==> src/core/clkroute_cfg.svh <==
/*
  Offsets, field positions, reset values and timing counts of the clock routing block.
  Assumes inclusion by bare name from the core/ folder; definitions only.
*/
`ifndef CLKROUTE_CFG_SVH
`define CLKROUTE_CFG_SVH

// ==========================================================
// Register offsets
`define CR_ADDR_PLL_DIV 8'h07
`define CR_ADDR_CLK_SRC 8'h08
`define CR_ADDR_TX_CFG 8'h15
`define CR_ADDR_PLL_INT 8'h20
`define CR_ADDR_K_LO 8'h21
`define CR_ADDR_K_MID 8'h22
`define CR_ADDR_K_HI 8'h23
`define CR_ADDR_PWR 8'h24
`define CR_ADDR_STATUS 8'h25

// ==========================================================
// Field positions
`define CR_AUXDIV_LSB 4
`define CR_MASTER_CLOCK_DIVIDER_SEL_BIT 3
`define CR_FRACTIONAL_MODE_ENABLE_BIT 2
`define CR_MODE_LSB 0
`define CR_AUXSRC_BIT 3
`define CR_PINEN_BIT 4
`define CR_MCLKSRC_BIT 7
`define CR_TX_DATA_SOURCE_SEL_BIT 6
`define CR_PRESCALE_BIT 4
`define CR_PLL_POWER_DOWN_BIT 0
`define CR_RXPD_BIT 1
`define CR_LOCK_BIT 4

// ==========================================================
// Reset values
`define CR_PLL_DIV_RST 8'h14
`define CR_CLK_SRC_RST 8'h18
`define CR_TX_CFG_RST 8'h40
`define CR_N_RST 4'h7
`define CR_K_RST 22'h36fd21
`define CR_PRESCALE_RST 1'b0
`define CR_PWR_RST 8'h03

// ==========================================================
// Timing: clock rate, sample rates in units of 100 Hz, tolerance in percent
`define CR_CLK_HZ 200000000
`define CR_FS_192K 1920
`define CR_FS_176K4 1764
`define CR_FS_96K 960
`define CR_FS_88K2 882
`define CR_FS_48K 480
`define CR_FS_44K1 441
`define CR_FS_32K 320
`define CR_TOL_PCT 1
`define CR_PER_LO(hi_fs) (`CR_CLK_HZ / ((hi_fs) * (100 + `CR_TOL_PCT)))
`define CR_PER_HI(lo_fs) (`CR_CLK_HZ / ((lo_fs) * (100 - `CR_TOL_PCT)))

`endif

==> src/core/clkroute_pkg.sv <==
/*
  Types of the clock routing block: rate codes, receiver states and carriers.
  Assumes nothing beyond a SystemVerilog compiler.
*/
package clkroute_pkg;

  // ==========================================================
  // Enumerations
  typedef enum logic [1:0] {
    RATE_MODE1 = 2'b00,
    RATE_MODE2 = 2'b01,
    RATE_MODE3 = 2'b10,
    RATE_MODE4 = 2'b11
  } rate_code_e;

  typedef enum logic {
    RX_IDLE = 1'b0,
    RX_TRACK = 1'b1
  } rx_state_e;

  // ==========================================================
  // Carriers
  typedef struct packed {
    logic wr;
    logic rd;
    logic [7:0] addr;
    logic [7:0] wdata;
  } reg_req_s;

  typedef struct packed {
    logic prescale;
    logic frac_en;
    logic [3:0] n;
    logic [21:0] k;
  } pll_cfg_s;

endpackage : clkroute_pkg

==> src/core/clk_switch.sv <==
/*
  Glitch-free two-way selector for clock levels built in the system clock domain.
  Assumes both source levels are already synchronous to clock.
*/
module clk_switch (
  input wire logic clock,
  input wire logic reset,
  input wire logic src0,
  input wire logic src1,
  input wire logic sel,
  input wire logic sel_rst,
  output logic out_r
);

  logic sel_r;
  logic sel_nxt;
  logic out_nxt;

  // ==========================================================
  // Hand over only while the output and the new source both sit low
  always_comb begin
    sel_nxt = sel_r;
    if ((sel != sel_r) && !out_r && !(sel ? src1 : src0)) begin
      sel_nxt = sel;
    end
    out_nxt = sel_nxt ? src1 : src0;
  end

  // Registers
  always_ff @(posedge clock) begin
    if (reset) begin
      sel_r <= sel_rst;
      out_r <= 1'b0;
    end else begin
      sel_r <= sel_nxt;
      out_r <= out_nxt;
    end
  end

endmodule : clk_switch

==> src/core/clock_routing.sv <==
/*
  Clock routing and receive-mode PLL management: aux clock pin, transmitter
  reference, rate classification, PLL ratio tracking and the register port.
  Assumes OSC_EDGE and PLL_EDGE are one-cycle pulses from same-clock logic,
  one per edge of the oscillator and PLL output; RX_FRAME and MCLK_IN are pins.
*/
// How it works
// RULE1 - Aux pin follows divided clock A when source select is 0, oscillator when 1.
// RULE2 - Aux divider field bits 5:4 resets 01, used only with divided clock A.
// RULE3 - Aux pin enable bit 0 tri-states the pin, 1 drives it; resets 1.
// RULE4 - Tx source 0: received data, clock B; 1: audio data, master clock pin.
// RULE5 - Enabled transmitter needs running reference; every listed master clock ratio accepted.
// RULE6 - In receive mode the block trims PLL ratios itself to track the stream.
// RULE7 - Incoming rate classified into four modes, each range widened by about one percent at both ends.
// RULE8 - Software loads the starting PLL ratios before enabling the receiver.
// RULE9 - Software reprograms PLL ratios when mode changes into or out of mode 1.
// RULE10 - Ratios put PLL output at 94.3104 MHz, or 98.304 MHz for 192 kHz.
// RULE11 - While receiving, the block drives the output divide mode itself.
// RULE12 - PLL settings reset to prescale 0, integer 7, fraction 36fd21.
// RULE13 - Prescale 1 halves the oscillator reference toward the PLL; 0 passes it.
// RULE14 - Start-up order: ratios, clear PLL power-down, clear receiver power-down, read code.
// RULE15 - Code cannot split 176.4 from 192 kHz; software supplies mode 1 ratios.
// RULE16 - In receive mode aux codes give 512/256/128/64 fs, master divider 256/128; in mode 1 the code gives aux code 00 256 fs, as for 01.
// RULE17 - Divided clock A factor depends on divide mode and aux code, 2 to 48.
// RULE18 - Software keeps fractional mode enabled whenever the receiver is used.
// RULE19 - Source or divider changes switch outputs without runt pulses.
// RULE20 - Two-bit read-only rate code reports the detected mode, updated on change.
`include "clkroute_cfg.svh"

module clock_routing #(
  parameter int unsigned M1_LO = `CR_PER_LO(`CR_FS_192K),
  parameter int unsigned M1_HI = `CR_PER_HI(`CR_FS_176K4),
  parameter int unsigned M2_LO = `CR_PER_LO(`CR_FS_96K),
  parameter int unsigned M2_HI = `CR_PER_HI(`CR_FS_88K2),
  parameter int unsigned M3_LO = `CR_PER_LO(`CR_FS_48K),
  parameter int unsigned M3_HI = `CR_PER_HI(`CR_FS_44K1),
  parameter int unsigned M4_LO = `CR_PER_LO(`CR_FS_32K),
  parameter int unsigned M4_HI = `CR_PER_HI(`CR_FS_32K)
) (
  input wire logic CLOCK,
  input wire logic RESET,
  input wire clkroute_pkg::reg_req_s REG_REQ,
  output logic [7:0] RDATA,
  input wire logic OSC_EDGE,
  input wire logic PLL_EDGE,
  input wire logic RX_FRAME,
  input wire logic MCLK_IN,
  output clkroute_pkg::pll_cfg_s PLL_CFG,
  output logic [1:0] PLL_DIV_MODE,
  output logic PLL_REF_EDGE,
  output logic PLL_PD,
  output logic RX_PD,
  output logic AUX_CLK_O,
  output logic AUX_CLK_OE,
  output logic TX_DATA_SEL,
  output logic TX_REF_CLK,
  output logic MCLK_SRC_SEL
);

  // ==========================================================
  // Divide factor in PLL output edges per half period
  function automatic logic [5:0] div_factor(input logic [1:0] mode, input logic [1:0] dsel);
    logic [5:0] base;
    logic [5:0] f;
    base = 6'h01;
    unique case (mode)
      2'b00: base = 6'h01;
      2'b01: base = 6'h02;
      2'b10: base = 6'h04;
      2'b11: base = 6'h06;
    endcase
    f = base << dsel;
    div_factor = (f < 6'h02) ? 6'h02 : f;
  endfunction : div_factor

  // Frame period to rate mode; bit 2 flags a valid class
  function automatic logic [2:0] classify(input logic [13:0] per);
    classify = 3'h0;
    if (per >= M1_LO[13:0] && per <= M1_HI[13:0]) begin
      classify = {1'b1, clkroute_pkg::RATE_MODE1}; // RULE15
    end else if (per >= M2_LO[13:0] && per <= M2_HI[13:0]) begin
      classify = {1'b1, clkroute_pkg::RATE_MODE2};
    end else if (per >= M3_LO[13:0] && per <= M3_HI[13:0]) begin
      classify = {1'b1, clkroute_pkg::RATE_MODE3};
    end else if (per >= M4_LO[13:0] && per <= M4_HI[13:0]) begin
      classify = {1'b1, clkroute_pkg::RATE_MODE4};
    end
  endfunction : classify

  // ==========================================================
  // Register file
  logic [7:0] pll_div_r, pll_div_nxt;
  logic [7:0] clk_src_r, clk_src_nxt;
  logic [7:0] tx_cfg_r, tx_cfg_nxt;
  logic [3:0] n_r, n_nxt;
  logic prescale_r, prescale_nxt;
  logic [21:0] k_r, k_nxt;
  logic [7:0] pwr_r, pwr_nxt;
  logic [7:0] rdata_r, rdata_nxt;
  logic [1:0] rate_code_r;
  logic locked_r;
  logic [1:0] eff_mode;

  // Decode writes and reads
  always_comb begin
    pll_div_nxt = pll_div_r;
    clk_src_nxt = clk_src_r;
    tx_cfg_nxt = tx_cfg_r;
    n_nxt = n_r;
    prescale_nxt = prescale_r;
    k_nxt = k_r;
    pwr_nxt = pwr_r;
    rdata_nxt = 8'h00;
    if (REG_REQ.wr) begin
      unique case (REG_REQ.addr)
        `CR_ADDR_PLL_DIV: pll_div_nxt = REG_REQ.wdata;
        `CR_ADDR_CLK_SRC: clk_src_nxt = REG_REQ.wdata;
        `CR_ADDR_TX_CFG: tx_cfg_nxt = REG_REQ.wdata;
        `CR_ADDR_PLL_INT: begin
          n_nxt = REG_REQ.wdata[3:0];
          prescale_nxt = REG_REQ.wdata[`CR_PRESCALE_BIT];
        end
        `CR_ADDR_K_LO: k_nxt[7:0] = REG_REQ.wdata;
        `CR_ADDR_K_MID: k_nxt[15:8] = REG_REQ.wdata;
        `CR_ADDR_K_HI: k_nxt[21:16] = REG_REQ.wdata[5:0];
        `CR_ADDR_PWR: pwr_nxt = {6'h00, REG_REQ.wdata[1:0]};
        default: ;
      endcase
    end
    if (REG_REQ.rd) begin
      unique case (REG_REQ.addr)
        `CR_ADDR_PLL_DIV: rdata_nxt = pll_div_r;
        `CR_ADDR_CLK_SRC: rdata_nxt = clk_src_r;
        `CR_ADDR_TX_CFG: rdata_nxt = tx_cfg_r;
        `CR_ADDR_PLL_INT: rdata_nxt = {3'h0, prescale_r, n_r};
        `CR_ADDR_K_LO: rdata_nxt = k_r[7:0];
        `CR_ADDR_K_MID: rdata_nxt = k_r[15:8];
        `CR_ADDR_K_HI: rdata_nxt = {2'h0, k_r[21:16]};
        `CR_ADDR_PWR: rdata_nxt = pwr_r;
        `CR_ADDR_STATUS: rdata_nxt = {3'h0, locked_r, eff_mode, rate_code_r}; // RULE20
        default: rdata_nxt = 8'h00;
      endcase
    end
  end

  // Register the file; reset values set the 12 MHz receive defaults
  always_ff @(posedge CLOCK) begin
    if (RESET) begin
      pll_div_r <= `CR_PLL_DIV_RST; // RULE2
      clk_src_r <= `CR_CLK_SRC_RST; // RULE1
      tx_cfg_r <= `CR_TX_CFG_RST; // RULE4
      n_r <= `CR_N_RST; // RULE12
      prescale_r <= `CR_PRESCALE_RST;
      k_r <= `CR_K_RST;
      pwr_r <= `CR_PWR_RST;
      rdata_r <= 8'h00;
    end else begin
      pll_div_r <= pll_div_nxt;
      clk_src_r <= clk_src_nxt;
      tx_cfg_r <= tx_cfg_nxt;
      n_r <= n_nxt;
      prescale_r <= prescale_nxt;
      k_r <= k_nxt;
      pwr_r <= pwr_nxt;
      rdata_r <= rdata_nxt;
    end
  end

  assign RDATA = rdata_r;

  // ==========================================================
  // Pin synchronisers
  logic frame_s1_r, frame_s2_r, frame_d_r;
  logic mclk_s1_r, mclk_s2_r;

  always_ff @(posedge CLOCK) begin
    if (RESET) begin
      frame_s1_r <= 1'b0;
      frame_s2_r <= 1'b0;
      frame_d_r <= 1'b0;
      mclk_s1_r <= 1'b0;
      mclk_s2_r <= 1'b0;
    end else begin
      frame_s1_r <= RX_FRAME;
      frame_s2_r <= frame_s1_r;
      frame_d_r <= frame_s2_r;
      mclk_s1_r <= MCLK_IN;
      mclk_s2_r <= mclk_s1_r;
    end
  end

  logic frame_edge;
  assign frame_edge = frame_s2_r && !frame_d_r;

  // ==========================================================
  // Receiver: rate classification and ratio tracking
  clkroute_pkg::rx_state_e rx_state_r, rx_state_nxt;
  logic [13:0] per_cnt_r, per_cnt_nxt;
  logic [13:0] last_per_r, last_per_nxt;
  logic [1:0] rate_code_nxt;
  logic locked_nxt;
  logic signed [7:0] trim_r, trim_nxt;
  logic [2:0] cls;
  logic rx_active;

  assign rx_active = !pwr_r[`CR_RXPD_BIT] && !pwr_r[`CR_PLL_POWER_DOWN_BIT];
  assign cls = classify(per_cnt_r);

  // Measure frame period, classify, and nudge the fraction
  always_comb begin
    rx_state_nxt = rx_state_r;
    per_cnt_nxt = per_cnt_r;
    last_per_nxt = last_per_r;
    rate_code_nxt = rate_code_r;
    locked_nxt = locked_r;
    trim_nxt = trim_r;
    unique case (rx_state_r)
      clkroute_pkg::RX_IDLE: begin
        per_cnt_nxt = 14'h0000;
        trim_nxt = 8'sh00;
        locked_nxt = 1'b0;
        if (rx_active) begin
          rx_state_nxt = clkroute_pkg::RX_TRACK;
        end
      end
      clkroute_pkg::RX_TRACK: begin
        if (per_cnt_r != 14'h3fff) begin
          per_cnt_nxt = per_cnt_r + 14'h0001;
        end else begin
          locked_nxt = 1'b0; // Stream lost
        end
        if (frame_edge) begin
          per_cnt_nxt = 14'h0001;
          last_per_nxt = per_cnt_r;
          locked_nxt = cls[2];
          if (cls[2]) begin
            rate_code_nxt = cls[1:0]; // RULE7
          end
          if (per_cnt_r > last_per_r && trim_r != 8'sh7f) begin
            trim_nxt = trim_r + 8'sh01; // RULE6
          end else if (per_cnt_r < last_per_r && trim_r != -8'sh80) begin
            trim_nxt = trim_r - 8'sh01; // RULE6
          end
        end
        if (!rx_active) begin
          rx_state_nxt = clkroute_pkg::RX_IDLE;
        end
      end
    endcase
  end

  // Register receiver state
  always_ff @(posedge CLOCK) begin
    if (RESET) begin
      rx_state_r <= clkroute_pkg::RX_IDLE;
      per_cnt_r <= 14'h0000;
      last_per_r <= 14'h0000;
      rate_code_r <= clkroute_pkg::RATE_MODE3;
      locked_r <= 1'b0;
      trim_r <= 8'sh00;
    end else begin
      rx_state_r <= rx_state_nxt;
      per_cnt_r <= per_cnt_nxt;
      last_per_r <= last_per_nxt;
      rate_code_r <= rate_code_nxt;
      locked_r <= locked_nxt;
      trim_r <= trim_nxt;
    end
  end

  // Divide mode: receiver owns it while active
  assign eff_mode = (rx_state_r == clkroute_pkg::RX_TRACK) ? rate_code_r : pll_div_r[1:0]; // RULE11

  // ==========================================================
  // PLL settings out, fraction trimmed while tracking
  clkroute_pkg::pll_cfg_s pll_cfg_r, pll_cfg_nxt;

  always_comb begin
    pll_cfg_nxt.prescale = prescale_r;
    pll_cfg_nxt.frac_en = pll_div_r[`CR_FRACTIONAL_MODE_ENABLE_BIT];
    pll_cfg_nxt.n = n_r;
    pll_cfg_nxt.k = k_r + {{14{trim_r[7]}}, trim_r}; // RULE6
  end

  always_ff @(posedge CLOCK) begin
    if (RESET) begin
      pll_cfg_r <= {`CR_PRESCALE_RST, 1'b1, `CR_N_RST, `CR_K_RST};
    end else begin
      pll_cfg_r <= pll_cfg_nxt;
    end
  end

  assign PLL_CFG = pll_cfg_r;
  assign PLL_DIV_MODE = eff_mode;
  assign PLL_PD = pwr_r[`CR_PLL_POWER_DOWN_BIT];
  assign RX_PD = pwr_r[`CR_RXPD_BIT];

  // ==========================================================
  // Oscillator level and prescaled PLL reference
  logic osc_lvl_r, osc_lvl_nxt;
  logic pre_r, pre_nxt;
  logic ref_seen_r, ref_seen_nxt;

  // Ref seen: last oscillator edge passed a reference pulse under prescale
  always_comb begin
    osc_lvl_nxt = OSC_EDGE ? !osc_lvl_r : osc_lvl_r;
    pre_nxt = OSC_EDGE ? !pre_r : pre_r;
    ref_seen_nxt = prescale_r && (OSC_EDGE ? PLL_REF_EDGE : ref_seen_r);
  end

  always_ff @(posedge CLOCK) begin
    if (RESET) begin
      osc_lvl_r <= 1'b0;
      pre_r <= 1'b0;
      ref_seen_r <= 1'b0;
    end else begin
      osc_lvl_r <= osc_lvl_nxt;
      pre_r <= pre_nxt;
      ref_seen_r <= ref_seen_nxt;
    end
  end

  assign PLL_REF_EDGE = OSC_EDGE && (!prescale_r || pre_r); // RULE13

  // ==========================================================
  // Divided clocks A and B; factor reloads only at a toggle
  logic clka_r, clka_nxt, clkb_r, clkb_nxt;
  logic [5:0] cnta_r, cnta_nxt, cntb_r, cntb_nxt;
  logic [5:0] faca_r, faca_nxt, facb_r, facb_nxt;

  always_comb begin
    clka_nxt = clka_r;
    cnta_nxt = cnta_r;
    faca_nxt = faca_r;
    clkb_nxt = clkb_r;
    cntb_nxt = cntb_r;
    facb_nxt = facb_r;
    if (PLL_EDGE) begin
      cnta_nxt = cnta_r + 6'h01;
      cntb_nxt = cntb_r + 6'h01;
      if (cnta_r + 6'h01 >= faca_r) begin
        clka_nxt = !clka_r; // RULE19
        cnta_nxt = 6'h00;
        faca_nxt = div_factor(eff_mode, pll_div_r[5:4]); // RULE17 RULE16
      end
      if (cntb_r + 6'h01 >= facb_r) begin
        clkb_nxt = !clkb_r; // RULE19
        cntb_nxt = 6'h00;
        facb_nxt = div_factor(eff_mode, {1'b0, pll_div_r[`CR_MASTER_CLOCK_DIVIDER_SEL_BIT]} + 2'b01); // RULE16
      end
    end
  end

  always_ff @(posedge CLOCK) begin
    if (RESET) begin
      clka_r <= 1'b0;
      cnta_r <= 6'h00;
      faca_r <= 6'h02;
      clkb_r <= 1'b0;
      cntb_r <= 6'h00;
      facb_r <= 6'h02;
    end else begin
      clka_r <= clka_nxt;
      cnta_r <= cnta_nxt;
      faca_r <= faca_nxt;
      clkb_r <= clkb_nxt;
      cntb_r <= cntb_nxt;
      facb_r <= facb_nxt;
    end
  end

  // ==========================================================
  // Output selectors
  clk_switch aux_sw (
    .clock(CLOCK),
    .reset(RESET),
    .src0(clka_r),
    .src1(osc_lvl_r),
    .sel(clk_src_r[`CR_AUXSRC_BIT]), // RULE1
    .sel_rst(1'b1),
    .out_r(AUX_CLK_O)
  );

  // Master clock pin reaches the transmitter through its two-flop synchroniser and tx_sw, with no ratio check
  clk_switch tx_sw (
    .clock(CLOCK),
    .reset(RESET),
    .src0(clkb_r),
    .src1(mclk_s2_r),
    .sel(tx_cfg_r[`CR_TX_DATA_SOURCE_SEL_BIT]), // RULE4 RULE5
    .sel_rst(1'b1),
    .out_r(TX_REF_CLK)
  );

  assign AUX_CLK_OE = clk_src_r[`CR_PINEN_BIT]; // RULE3
  assign TX_DATA_SEL = tx_cfg_r[`CR_TX_DATA_SOURCE_SEL_BIT]; // RULE4
  assign MCLK_SRC_SEL = clk_src_r[`CR_MCLKSRC_BIT];

  // ==========================================================
  // Checks
  pin_enable_a: assert property (@(posedge CLOCK) disable iff (RESET) // RULE3
    REG_REQ.wr && REG_REQ.addr == `CR_ADDR_CLK_SRC |=> AUX_CLK_OE == $past(REG_REQ.wdata[4]))
    else $error("aux pin enable does not follow write");

  tx_source_a: assert property (@(posedge CLOCK) disable iff (RESET) // RULE4
    REG_REQ.wr && REG_REQ.addr == `CR_ADDR_TX_CFG |=> TX_DATA_SEL == $past(REG_REQ.wdata[6]))
    else $error("tx data source does not follow write");

  pll_reset_a: assert property (@(posedge CLOCK) // RULE12
    RESET ##1 !RESET |-> PLL_CFG.n == 4'h7 && PLL_CFG.k == 22'h36fd21 && !PLL_CFG.prescale)
    else $error("pll settings wrong after reset");

  prescale_half_a: assert property (@(posedge CLOCK) disable iff (RESET) // RULE13
    OSC_EDGE && prescale_r && ref_seen_r |-> !PLL_REF_EDGE)
    else $error("prescaled reference not halved");

  div_glitch_a: assert property (@(posedge CLOCK) disable iff (RESET) // RULE19
    $changed(clka_r) || $changed(clkb_r) |-> $past(PLL_EDGE))
    else $error("divided clock moved without pll edge");

  trim_step_a: assert property (@(posedge CLOCK) disable iff (RESET) // RULE6
    rx_state_r == clkroute_pkg::RX_TRACK && $past(rx_state_r) == clkroute_pkg::RX_TRACK && $changed(trim_r)
    |-> $past(frame_edge))
    else $error("trim changed outside a frame edge");

  rate_class_a: assert property (@(posedge CLOCK) disable iff (RESET) // RULE7
    rx_state_r == clkroute_pkg::RX_TRACK && frame_edge && per_cnt_r >= M3_LO[13:0] && per_cnt_r <= M3_HI[13:0]
    |=> rate_code_r == clkroute_pkg::RATE_MODE3 && locked_r)
    else $error("mode 3 period not classified");

  auto_mode_a: assert property (@(posedge CLOCK) disable iff (RESET) // RULE11
    rx_active ##1 rx_active |-> PLL_DIV_MODE == rate_code_r)
    else $error("divide mode not driven by receiver");

  status_read_a: assert property (@(posedge CLOCK) disable iff (RESET) // RULE20
    REG_REQ.rd && REG_REQ.addr == `CR_ADDR_STATUS |=> RDATA[1:0] == $past(rate_code_r))
    else $error("status read lost rate code");

endmodule : clock_routing

==> config.mk <==
export PLATFORM = sky130hd
export DESIGN_NAME = clock_routing
export DESIGN_NICKNAME = d
export VERILOG_FILES = /design/src/core/clkroute_pkg.sv /design/src/core/clk_switch.sv /design/src/core/clock_routing.sv
export VERILOG_INCLUDE_DIRS = /design/src /design/src/core
export SDC_FILE = /design/constraint.sdc
export NUM_CORES = 1
export LEC_CHECK = 0
export BUFFER_PORTS_ARGS = -buffer_cell sky130_fd_sc_hd__buf_2
export CAP_MARGIN = 10
export CORE_AREA = 4 4 178 180
export DETAILED_ROUTE_END_ITERATION = 8
export DIE_AREA = 0 0 182 184
export GPL_TIMING_DRIVEN = 0
export SLEW_MARGIN = 15
export SYNTH_ARGS = -nofsm -noshare
export SYNTH_HDL_FRONTEND = slang
export SYNTH_SLANG_ARGS = --single-unit
==> constraint.sdc <==
create_clock -name CLOCK -period 9.5 [get_ports CLOCK]
set_input_delay 2.85 -clock CLOCK [delete_from_list [all_inputs] [get_ports CLOCK]]
set_output_delay 2.85 -clock CLOCK [all_outputs]
set_load 0.03 [all_outputs]
# Word level (Yosys, flattened, before mapping)
# Index checks and enable logic that the tools add are counted.
dict set report word_totals {
  ff_bits 166
  latchBits 0
  ramBits 0
  romBits 0
  inputBits 24
  out_inout_bits 46
  n_memories 0
}
dict set report op_classes {
  add_sub_neg 7
  multipliers 0
  n_div 0
  magnitude_cmp 14
  eq_ne 21
  shift 2
  n_mux 32
  n_bitwise 2
  reduce_logical 41
}
# op n
set op_table {}
lappend op_table {{case mux 8 bit (9 select lines)} 1}
lappend op_table {{equality test 8 x 6 -> 1 bit (second input constant)} 6}
lappend op_table {{2-to-1 mux 6 bit} 8}
lappend op_table {{greater-or-equal comparator 14 x 13 -> 1 bit (second input constant)} 2}
lappend op_table {{<= comparator 14 x 13 -> 1 bit (second input constant)} 2}
lappend op_table {{2-to-1 mux 14 bit} 2}
lappend op_table {{case mux 14 bit (2 select lines)} 1}
lappend op_table {{2-to-1 mux 8 bit} 3}
lappend op_table {{case mux 6 bit (4 select lines)} 1}
lappend op_table {{AND reduction 2 bit} 12}
lappend op_table {{adder 22 bit} 1}
lappend op_table {{inequality test 8 bit (second input constant)} 2}
lappend op_table {{case mux 8 bit (2 select lines)} 1}
lappend op_table {{adder 14 x 1 -> 14 bit (second input constant)} 1}
lappend op_table {{greater-or-equal comparator 14 x 11 -> 1 bit (second input constant)} 1}
lappend op_table {{greater-or-equal comparator 14 x 12 -> 1 bit (second input constant)} 1}
lappend op_table {{greater-than comparator 14 bit} 1}
lappend op_table {{<= comparator 14 x 11 -> 1 bit (second input constant)} 1}
lappend op_table {{<= comparator 14 x 12 -> 1 bit (second input constant)} 1}
lappend op_table {{< comparator 14 bit} 1}
lappend op_table {{inequality test 14 bit (second input constant)} 1}
lappend op_table {{logical AND 1 bit} 13}
lappend op_table {{adder 6 x 1 -> 6 bit (second input constant)} 2}
lappend op_table {{greater-or-equal comparator 6 bit} 2}
lappend op_table {{other kinds (25)} 52}

# Longest topological paths before layout
# Gate-level depths: netlist (run 1).
dict set report depth {
  depth_word 8
  ltp_mapped 15
  depth_no_buf 15
}

# By module
# From an unflattened synthesis (run 1), not the netlist that was laid out.
dict set report hier_totals {
  cells_unflattened 1059
  area_unflattened_um2 8876.0
}
# mod n_inst cells_each area_each_um2 seq_area_each_um2
set modules_own_cells {}
lappend modules_own_cells {clock_routing 1 1035 8663.3 3243.1}
lappend modules_own_cells {clk_switch 2 12 106.4 40.0}

# Worst setup path before layout (run 1)
# No wires, ideal clock.
dict set report synth_path {
  path_type {input -> output}
  start {input port OSC_EDGE}
  end {output port PLL_REF_EDGE}
  arrival_ns 3.569
  t_required_ns 6.650
  slack_ns 3.081
  stages 1
  n_path_buf 0
  path_cell_list {a21boi_0}
}
dict set report synth_between {
  elab_chain_cells 1
}
# element line
set synth_lines {}
lappend synth_lines {{start: declaration} clock_routing.sv:44} ;# input wire logic OSC_EDGE,
lappend synth_lines {{logical AND 1 bit} clock_routing.sv:323} ;# assign PLL_REF_EDGE = OSC_EDGE && (!prescale_r || pre_r);
lappend synth_lines {{end: declaration} clock_routing.sv:50} ;# output logic PLL_REF_EDGE,
# No other way between the ends.

# Final worst setup path (run 1)
# Same ends and word-level chain as after synthesis.

==> results of run 1 <==
==> area by class of cell <==
class                           instances  area, sq um
Clock buffer                           19        442.9
Inverter                               48        180.2
Buffer                                 52        226.5
Sequential cell                       166         3323
Timing Repair Buffer                   66        330.3
Clock inverter                         13        147.6
Fill cell                            3119        19880
Multi-Input combinational cell        779         5161
Antenna cell                            1        2.502
Tap cell                              396        495.5
==> layer usage <==
metal / GRT usage [%] / up-vias
met5: 0 / -
met1: 19.83 / 3679
met4: 4.743 / 6
li1: - / 3896
met2: 23.72 / 201
met3: 3.008 / 39
==> per-stage QoR <==
step / instance area (sq um) / utilization (%) / power (W)
2_1_floorplan: 8891 / - / 0.0008920
3_3_place_gp: 9717 / 32.19 / 0.0009441
3_5_place_dp: 9717 / 32.19 / 0.0009487
4_1_cts: 10310 / 34.14 / 0.001649
5_1_grt: 10310 / 34.14 / 0.001703
6_report: 10310 / 34.15 / 0.001639
==> worst paths after layout <==
| check | from | to | slack, ns |
|---|---|---|---|
| setup reg to reg | per_cnt_r[13]$_SDFFE_PP0P_ | trim_r[7]$_SDFFE_PP0P_ | 5.87 |
| setup / recovery | OSC_EDGE | PLL_REF_EDGE | 3.31 |
| hold reg to reg | frame_s1_r$_SDFF_PP0_ | frame_s2_r$_SDFF_PP0_ | 0.44 |
| hold / removal | frame_s1_r$_SDFF_PP0_ | frame_s2_r$_SDFF_PP0_ | 0.44 |
==> state kept, by name (all words and copies together), names as in the netlist, 2 cells and up <==
| signal | cells |
|---|---|
| per_cnt_r | 14 |
| trim_r | 8 |
| faca_r | 6 |
| cnta_r | 6 |
| cntb_r | 6 |
| tx_cfg_r | 8 |
| pll_div_r | 8 |
| PLL_CFG | 28 |
| pwr_r | 2 |
| clk_src_r | 8 |
| n_r | 4 |
| last_per_r | 14 |
| rate_code_r | 2 |
| RDATA | 8 |
| facb_r | 6 |
| k_r | 22 |
==> critical path, stage by stage <==
cell,delay (ns)
buf_2,0.11
a21boi_0,0.16
buf_2,0.22
==> Yosys cell counts (all sizes together), types with 4 or more instances <==
library cell  number  share of area [%]
o22ai              9               0.63
nor3b              4               0.34
nand2b            12               0.84
and4               5               0.49
o21bai             4               0.34
a21boi             4               0.34
clkbuf            33                1.4
o211ai             5               0.42
mux2               5               0.63
o31a               4               0.41
nor2              79                3.3
a22oi             17                1.4
nand2            141                6.0
buf               19                1.2
mux4               5                1.3
xnor2             24                2.4
inv               48                2.0
ha                59                8.3
and2               6               0.42
o21ai             24                1.4
nor2b             21                1.5
or3                4               0.39
or2                8               0.56
nor3              31                2.0
a21o              17                1.4
nor4               7               0.56
o21a              14                1.2
and3              12               0.84
mux2i             41                4.8
a31oi              9               0.63
a21oi             88                5.0
nand3             41                2.5
a211oi            12                1.0
nand4              9               0.63
a211o              4               0.39
dfxtp            166                 37
a22o               8               0.79
xor2              10               0.99
==> power groups by stage <==
stage	clock network [W]	logic [W]	registers, W
floorplan	0	0.000147	0.000745
finish	0.000703	0.000201	0.000735
CTS	0.000713	0.000201	0.000735
detailed placement	0	0.000199	0.000750
global placement	0	0.000195	0.000749
global route	0.000741	0.000225	0.000738
==> cell families (layout without fill, tap and decap cells) <==
kind of cell    count (synthesis)  after routing  synth area share, %
xor+xnor                       34             34                3.349
buf+inv                       100            198                4.574
mux                            51             51                6.656
flops                         166            166                37.38
other cells                     0              1                    0
compound gates                244            244                18.00
simple gates                  389            389                21.29
fa+ha+maj                      61             61                8.753
==> summary.txt, run 1 <==
status -> completed
postcts setup bufs -> 0
core box area -> 30190 sq um
clk sinks -> 166
uppermost routed layer -> met5
Metal-1 WL -> 11920 um
Fin. Hold Viols -> 0
Inst Count DP -> 1507
#FFs+latches synth -> 166
routed wire length -> 24940 um
CTS Hold Buffers Added -> 0
gr ovfl total -> 0
critical path launch point type -> input port
sw power -> 0.0004423 W
Seq pwr share -> 44.8%
CTS tree -> built
Mapped Nets -> 1130
largest net degree at the start of global routing -> 20
DR pass1 iterations -> 5
Vias/cell -> 5.079
slew of the pin with the lowest slew margin -> 1.151 ns
antenna violations before repair -> 3
worst setup margin -> 3.307 ns
Die X-Extent -> 182 um
die height -> 184 um
worst path required time -> 6.65 ns
maximum fanout along the worst path -> 3
CP Capture Type -> primary output
post-synthesis sequential area ratio -> 37.38%
drt first-iter violations -> 564
row count -> 64
switch share -> 26.98%
Async S/R FF share, synth -> 0%
Final Wtd Congestion -> 0.8571
Buffers on Ports -> 66
via count -> 7821
Yosys warning total -> 0
Die ar. -> 33490 sq um
Final Cycle Share -> 65.19%
Critical Path AT -> 3.34 ns
H-tree depth -> 4
number of remaining DRC errors -> 0
pwr dens -> 159.0 nW/um^2
post-synthesis area per instance -> 8.508 sq um
combinational share of power -> 12.3%
Fin Hold WS -> 0.4394 ns
global-route wire length before repair -> 39920 um
Layout Nets -> 1215
Setup-failing EPs final -> 0
slew margin rel. -> 22.04%
Global Route Usage Sum -> 14.71%
Setup TNS -> 0 ns
max-slew violation count -> 0
WL/cell -> 16.19 um
CTS Root Cell -> clkbuf_16
Setup Crit Path Kind -> in -> out
vias in the first global route -> 7585
FMAX -> 161.5 MHz
Synth cell types -> 76
Max-cap violations -> 0
Num CTS Buffers -> 17
Clock Path Buffers -> 2
internal power -> 0.001197 W
CTS clk-pin slew, worst paths -> 0.07 ns
Post-synth EDFFs -> 0
commonest non-fill, non-tap cells in the layout -> 166 x dfxtp_1, 140 x nand2_1, 87 x a21oi_1
Top FF cell, synth -> dfxtp_1
worst hold stages -> 1
met3 WL -> 1178 um
count of cells resized by post-cts repair -> 0
later-pin clock latency in the skew report -> 0.44 ns
fin crit period -> 6.193 ns
most common cell after layout, fill and taps aside -> dfxtp_1
post-DP HPWL -> 18700 um
RSZ-0062 raised after global routing -> no
post-route ant nets -> 0
Peak VDD IR -> 0.0001004 V
P_leak -> 4.166 nW
met2 routed WL -> 11310 um
Place WS -> 3.302 ns
layout cell share with drive strength beyond 1 -> 12.95%
clk_skew -> 0.01094 ns
post-synthesis cell count -> 1045
FF-to-FF path depth -> 13
IO Pins -> 70
initial core utilization -> 29.45%
Hold Crit Class -> reg -> reg
mapped cell area -> 8891 sq um
Finished Layout Cells -> 1540
Synth-to-Final Area Change -> 15.96%
clock power share -> 42.9%
(Power assumes the default switching activity.)
==> inputs of run 2 (changes only) <==
--- a/config.mk
+++ b/config.mk
@@ -6,6 +6,7 @@
 export SDC_FILE = /design/constraint.sdc
 export NUM_CORES = 1
 export LEC_CHECK = 0
+export ABC_AREA = 1
 export BUFFER_PORTS_ARGS = -buffer_cell sky130_fd_sc_hd__buf_2
 export CAP_MARGIN = 10
 export CORE_AREA = 4 4 178 180
==> constraint.sdc (replaced) <==
create_clock -name CLOCK -period 5.52 [get_ports CLOCK]
set_input_delay 1.656 -clock CLOCK [delete_from_list [all_inputs] [get_ports CLOCK]]
set_output_delay 1.656 -clock CLOCK [all_outputs]
set_load 0.03 [all_outputs]
==> summary.txt, run 2 <==
Buffers on Ports -> 67 (+1.5%)
status -> completed
Final Cycle Share -> 67.72%
CTS tree -> built
critical path launch point type -> input port
Synth area leader -> dfxtp_1
CTS Root Cell -> clkbuf_16
post-synthesis sequential area ratio -> 37.40% (about the same)
#FFs+latches synth -> 166 (unchanged)
r2r setup slk -> 2.52 ns (-3.35 ns)
DR pass1 iterations -> 5 (unchanged)
commonest non-fill, non-tap cells in the layout -> 210 x nand2_1, 166 x dfxtp_1, 153 x inv_1
clk_skew -> 0.01030 ns (-0.0006342 ns)
layout cell share with drive strength beyond 1 -> 13.24% (+0.29 points)
P_leak -> 4.459 nW (+7.0%)
worst hold stages -> 2 (+1)
uppermost routed layer -> met4
Yosys warning total -> 0 (unchanged)
most common cell after layout, fill and taps aside -> nand2_1
r2r endpoint -> trim_r[5]$_SDFFE_PP0P_
filler instances -> 3232 (+3.6%)
IO Pins -> 70 (unchanged)
Setup Crit Path Kind -> in -> out
routed wire length -> 25080 um (+0.55%)
Post-synth EDFFs -> 0 (unchanged)
Worst path depth -> 3 (unchanged)
later-pin clock latency in the skew report -> 0.44 ns (about the same)
cell-by-cell listing of the critical path -> buf_2 > o21a_1 > buf_2
Commonest cells post-synth -> 210 x nand2_1, 166 x dfxtp_1, 153 x inv_1, 136 x a21oi_1, 94 x nor2_1
post-DP HPWL -> 19200 um (+2.7%)
gr ovfl total -> 0 (unchanged)
row count -> 64 (unchanged)
die height -> 184 um (unchanged)
Num CTS Buffers -> 17 (unchanged)
Hold Path Origin -> mclk_s1_r$_SDFF_PP0_
pwr dens -> 259.0 nW/um^2 (+63%)
hold endpoint -> mclk_s2_r$_SDFF_PP0_
fin crit period -> 3.738 ns
WL/cell -> 14.86 um (-8.3%)
Pwr Total -> 0.002662 W (+62%)
CTS Hold Buffers Added -> 0 (unchanged)
drt first-iter violations -> 632 (+12%)
vias in the first global route -> 7921 (+4.4%)
via count -> 8193 (+4.8%)
mapped cell area -> 8885 sq um (about the same)
count of cells resized by post-cts repair -> 0 (unchanged)
Fin. Hold Viols -> 0 (unchanged)
RSZ-0062 raised after global routing -> no
initial core utilization -> 29.43% (about the same)
CP top delay family -> buffers and inverters
Async S/R FF share, synth -> 0% (unchanged)
post-synthesis area per instance -> 7.447 sq um (-12%)
Final Wtd Congestion -> 0.9461 (+10%)
Antenna Cells -> 0 (-1)
met3 WL -> 1527 um (+30%)
Vias/cell -> 4.854 (-4.4%)
top-count cell post-synth -> nand2_1
core box area -> 30190 sq um (unchanged)
worst path required time -> 3.86 ns (-2.79 ns)
Mapped Nets -> 1278 (+13%)
Buf/Inv on CP -> 2 (unchanged)
Core Util, Final -> 34.05% (-0.10 points)
clk sinks -> 166 (unchanged)
global-route wire length before repair -> 40670 um (+1.9%)
Synth cell types -> 53 (-30%)
Global Route Usage Sum -> 15.01% (+0.30 points)
Top FF cell, synth -> dfxtp_1
Hold Crit Class -> reg -> reg
post-route ant nets -> 0 (unchanged)
Metal-1 WL -> 11640 um (-2.4%)
share of the synthesized area in the top cell type -> 37.40% (about the same)
FMAX -> 267.5 MHz
most used cell, CP -> buf_2
Setup TNS -> 0 ns (unchanged)
Reg-to-Reg Start -> per_cnt_r[0]$_SDFFE_PP0P_
slew of the pin with the lowest slew margin -> 0.8721 ns (-0.2790 ns)
Setup-failing EPs final -> 0 (unchanged)
Synth-to-Final Area Change -> 15.69%
slew margin rel. -> 41.86% (+20 points)
CP Capture Type -> primary output
ranking of synthesized cells by area -> dfxtp_1 37%, nand2_1 8.9%, ha_1 8.3%, a21oi_1 7.7%, inv_1 6.5%
met2 routed WL -> 11490 um (+1.6%)
post-synthesis cell count -> 1193 (+14%)
Critical Path AT -> 2.08 ns (-1.26 ns)
Max-cap violations -> 0 (unchanged)
Clock Path Buffers -> 2 (unchanged)
largest net degree at the start of global routing -> 20 (unchanged)
max incr delay on CP -> 0.19 ns (-0.03 ns)
Peak VDD IR -> 0.0002226 V (+120%)
Layout Nets -> 1364 (+12%)
Die ar. -> 33490 sq um (unchanged)
Die X-Extent -> 182 um (unchanged)
number of remaining DRC errors -> 0 (unchanged)
number of flip-flops in the largest register -> 28 (unchanged)
antenna violations before repair -> 0 (-3)
max-slew violation count -> 0 (unchanged)
FF-to-FF path depth -> 14 (+1)
postcts setup bufs -> 0 (unchanged)
crit path max-delay cell type -> buf_2
CTS clk-pin slew, worst paths -> 0.07 ns (about the same)
maximum fanout along the worst path -> 3 (unchanged)
H-tree depth -> 4 (unchanged)
run 2: cell count changes after synthesis, moves of 21 or more:
| cell | change |
|---|---|
| a21oi_1 | +49 |
| inv_1 | +105 |
| mux2i_1 | -40 |
| nand2_1 | +70 |
| nor2b_1 | -21 |
| o21ai_0 | +67 |
run 2: where the power goes:
group	internal [W]	leakage, nW	switching (W)	total, W
Combinational	0.0000888	2.86	0.000186	0.000275
Clock	0.000619	0.260	0.000515	0.00113
Sequential	0.00123	1.34	0.0000225	0.00125
run 2: worst max-delay path by stage:
| stage | slack (ns) | to | start |
|---|---|---|---|
| after floorplan | 1.94 | PLL_REF_EDGE | OSC_EDGE |
| after global placement | 1.77 | PLL_REF_EDGE | OSC_EDGE |
| after detailed placement | 1.78 | PLL_REF_EDGE | OSC_EDGE |
| after CTS | 1.77 | PLL_REF_EDGE | OSC_EDGE |
| after global routing | 1.75 | PLL_REF_EDGE | OSC_EDGE |
| final | 1.78 | PLL_REF_EDGE | OSC_EDGE |
run 2: stage by stage:
step | hold slack, ns | instance area, sq um | instances | worst slack (ns)
2_1_floorplan | 0.3883 | 8885 | 1193 | 1.937
3_3_place_gp | 0.4012 | 9716 | 1656 | 1.771
3_5_place_dp | 0.4058 | 9716 | 1656 | 1.777
4_1_cts | 0.4170 | 10280 | 1688 | 1.775
5_1_grt | 0.4431 | 10280 | 1688 | 1.752
6_report | 0.4134 | 10280 | 1688 | 1.782
run 2: layout make-up:
class	instances	area, sq um	share of cell area, %
buffer	25	106.4	1.035
clock buffer	21	470.5	4.577
clock inverter	11	92.59	0.9008
inverter	163	611.8	5.953
multi-input combinational	839	4843	47.12
sequential	166	3323	32.33
tap	396	495.5	4.820
timing repair buffer	67	335.3	3.262
run 2: worst register-to-register path: cells and delay by family, from the launching register on:
family	cells	cell delay (ns)
simple gates	6	0.81
fa+ha+maj	2	0.72
compound gates	5	0.68
flops	1	0.47
buf+inv	1	0.18
run 2: cells by family after synthesis:
logic type	count (synthesis)	synth area share [%]
compound gates	310	19.79
flops	166	37.40
simple gates	452	24.39
xor+xnor	16	1.577
buf+inv	188	8.083
fa+ha+maj	61	8.759
run 2: routing by layer:
metal / GRT usage (%) / vias up
met5: 0 / -
met4: 3.783 / 0
met3: 3.047 / 32
met2: 24.87 / 231
met1: 20.12 / 3750
li1: - / 4180
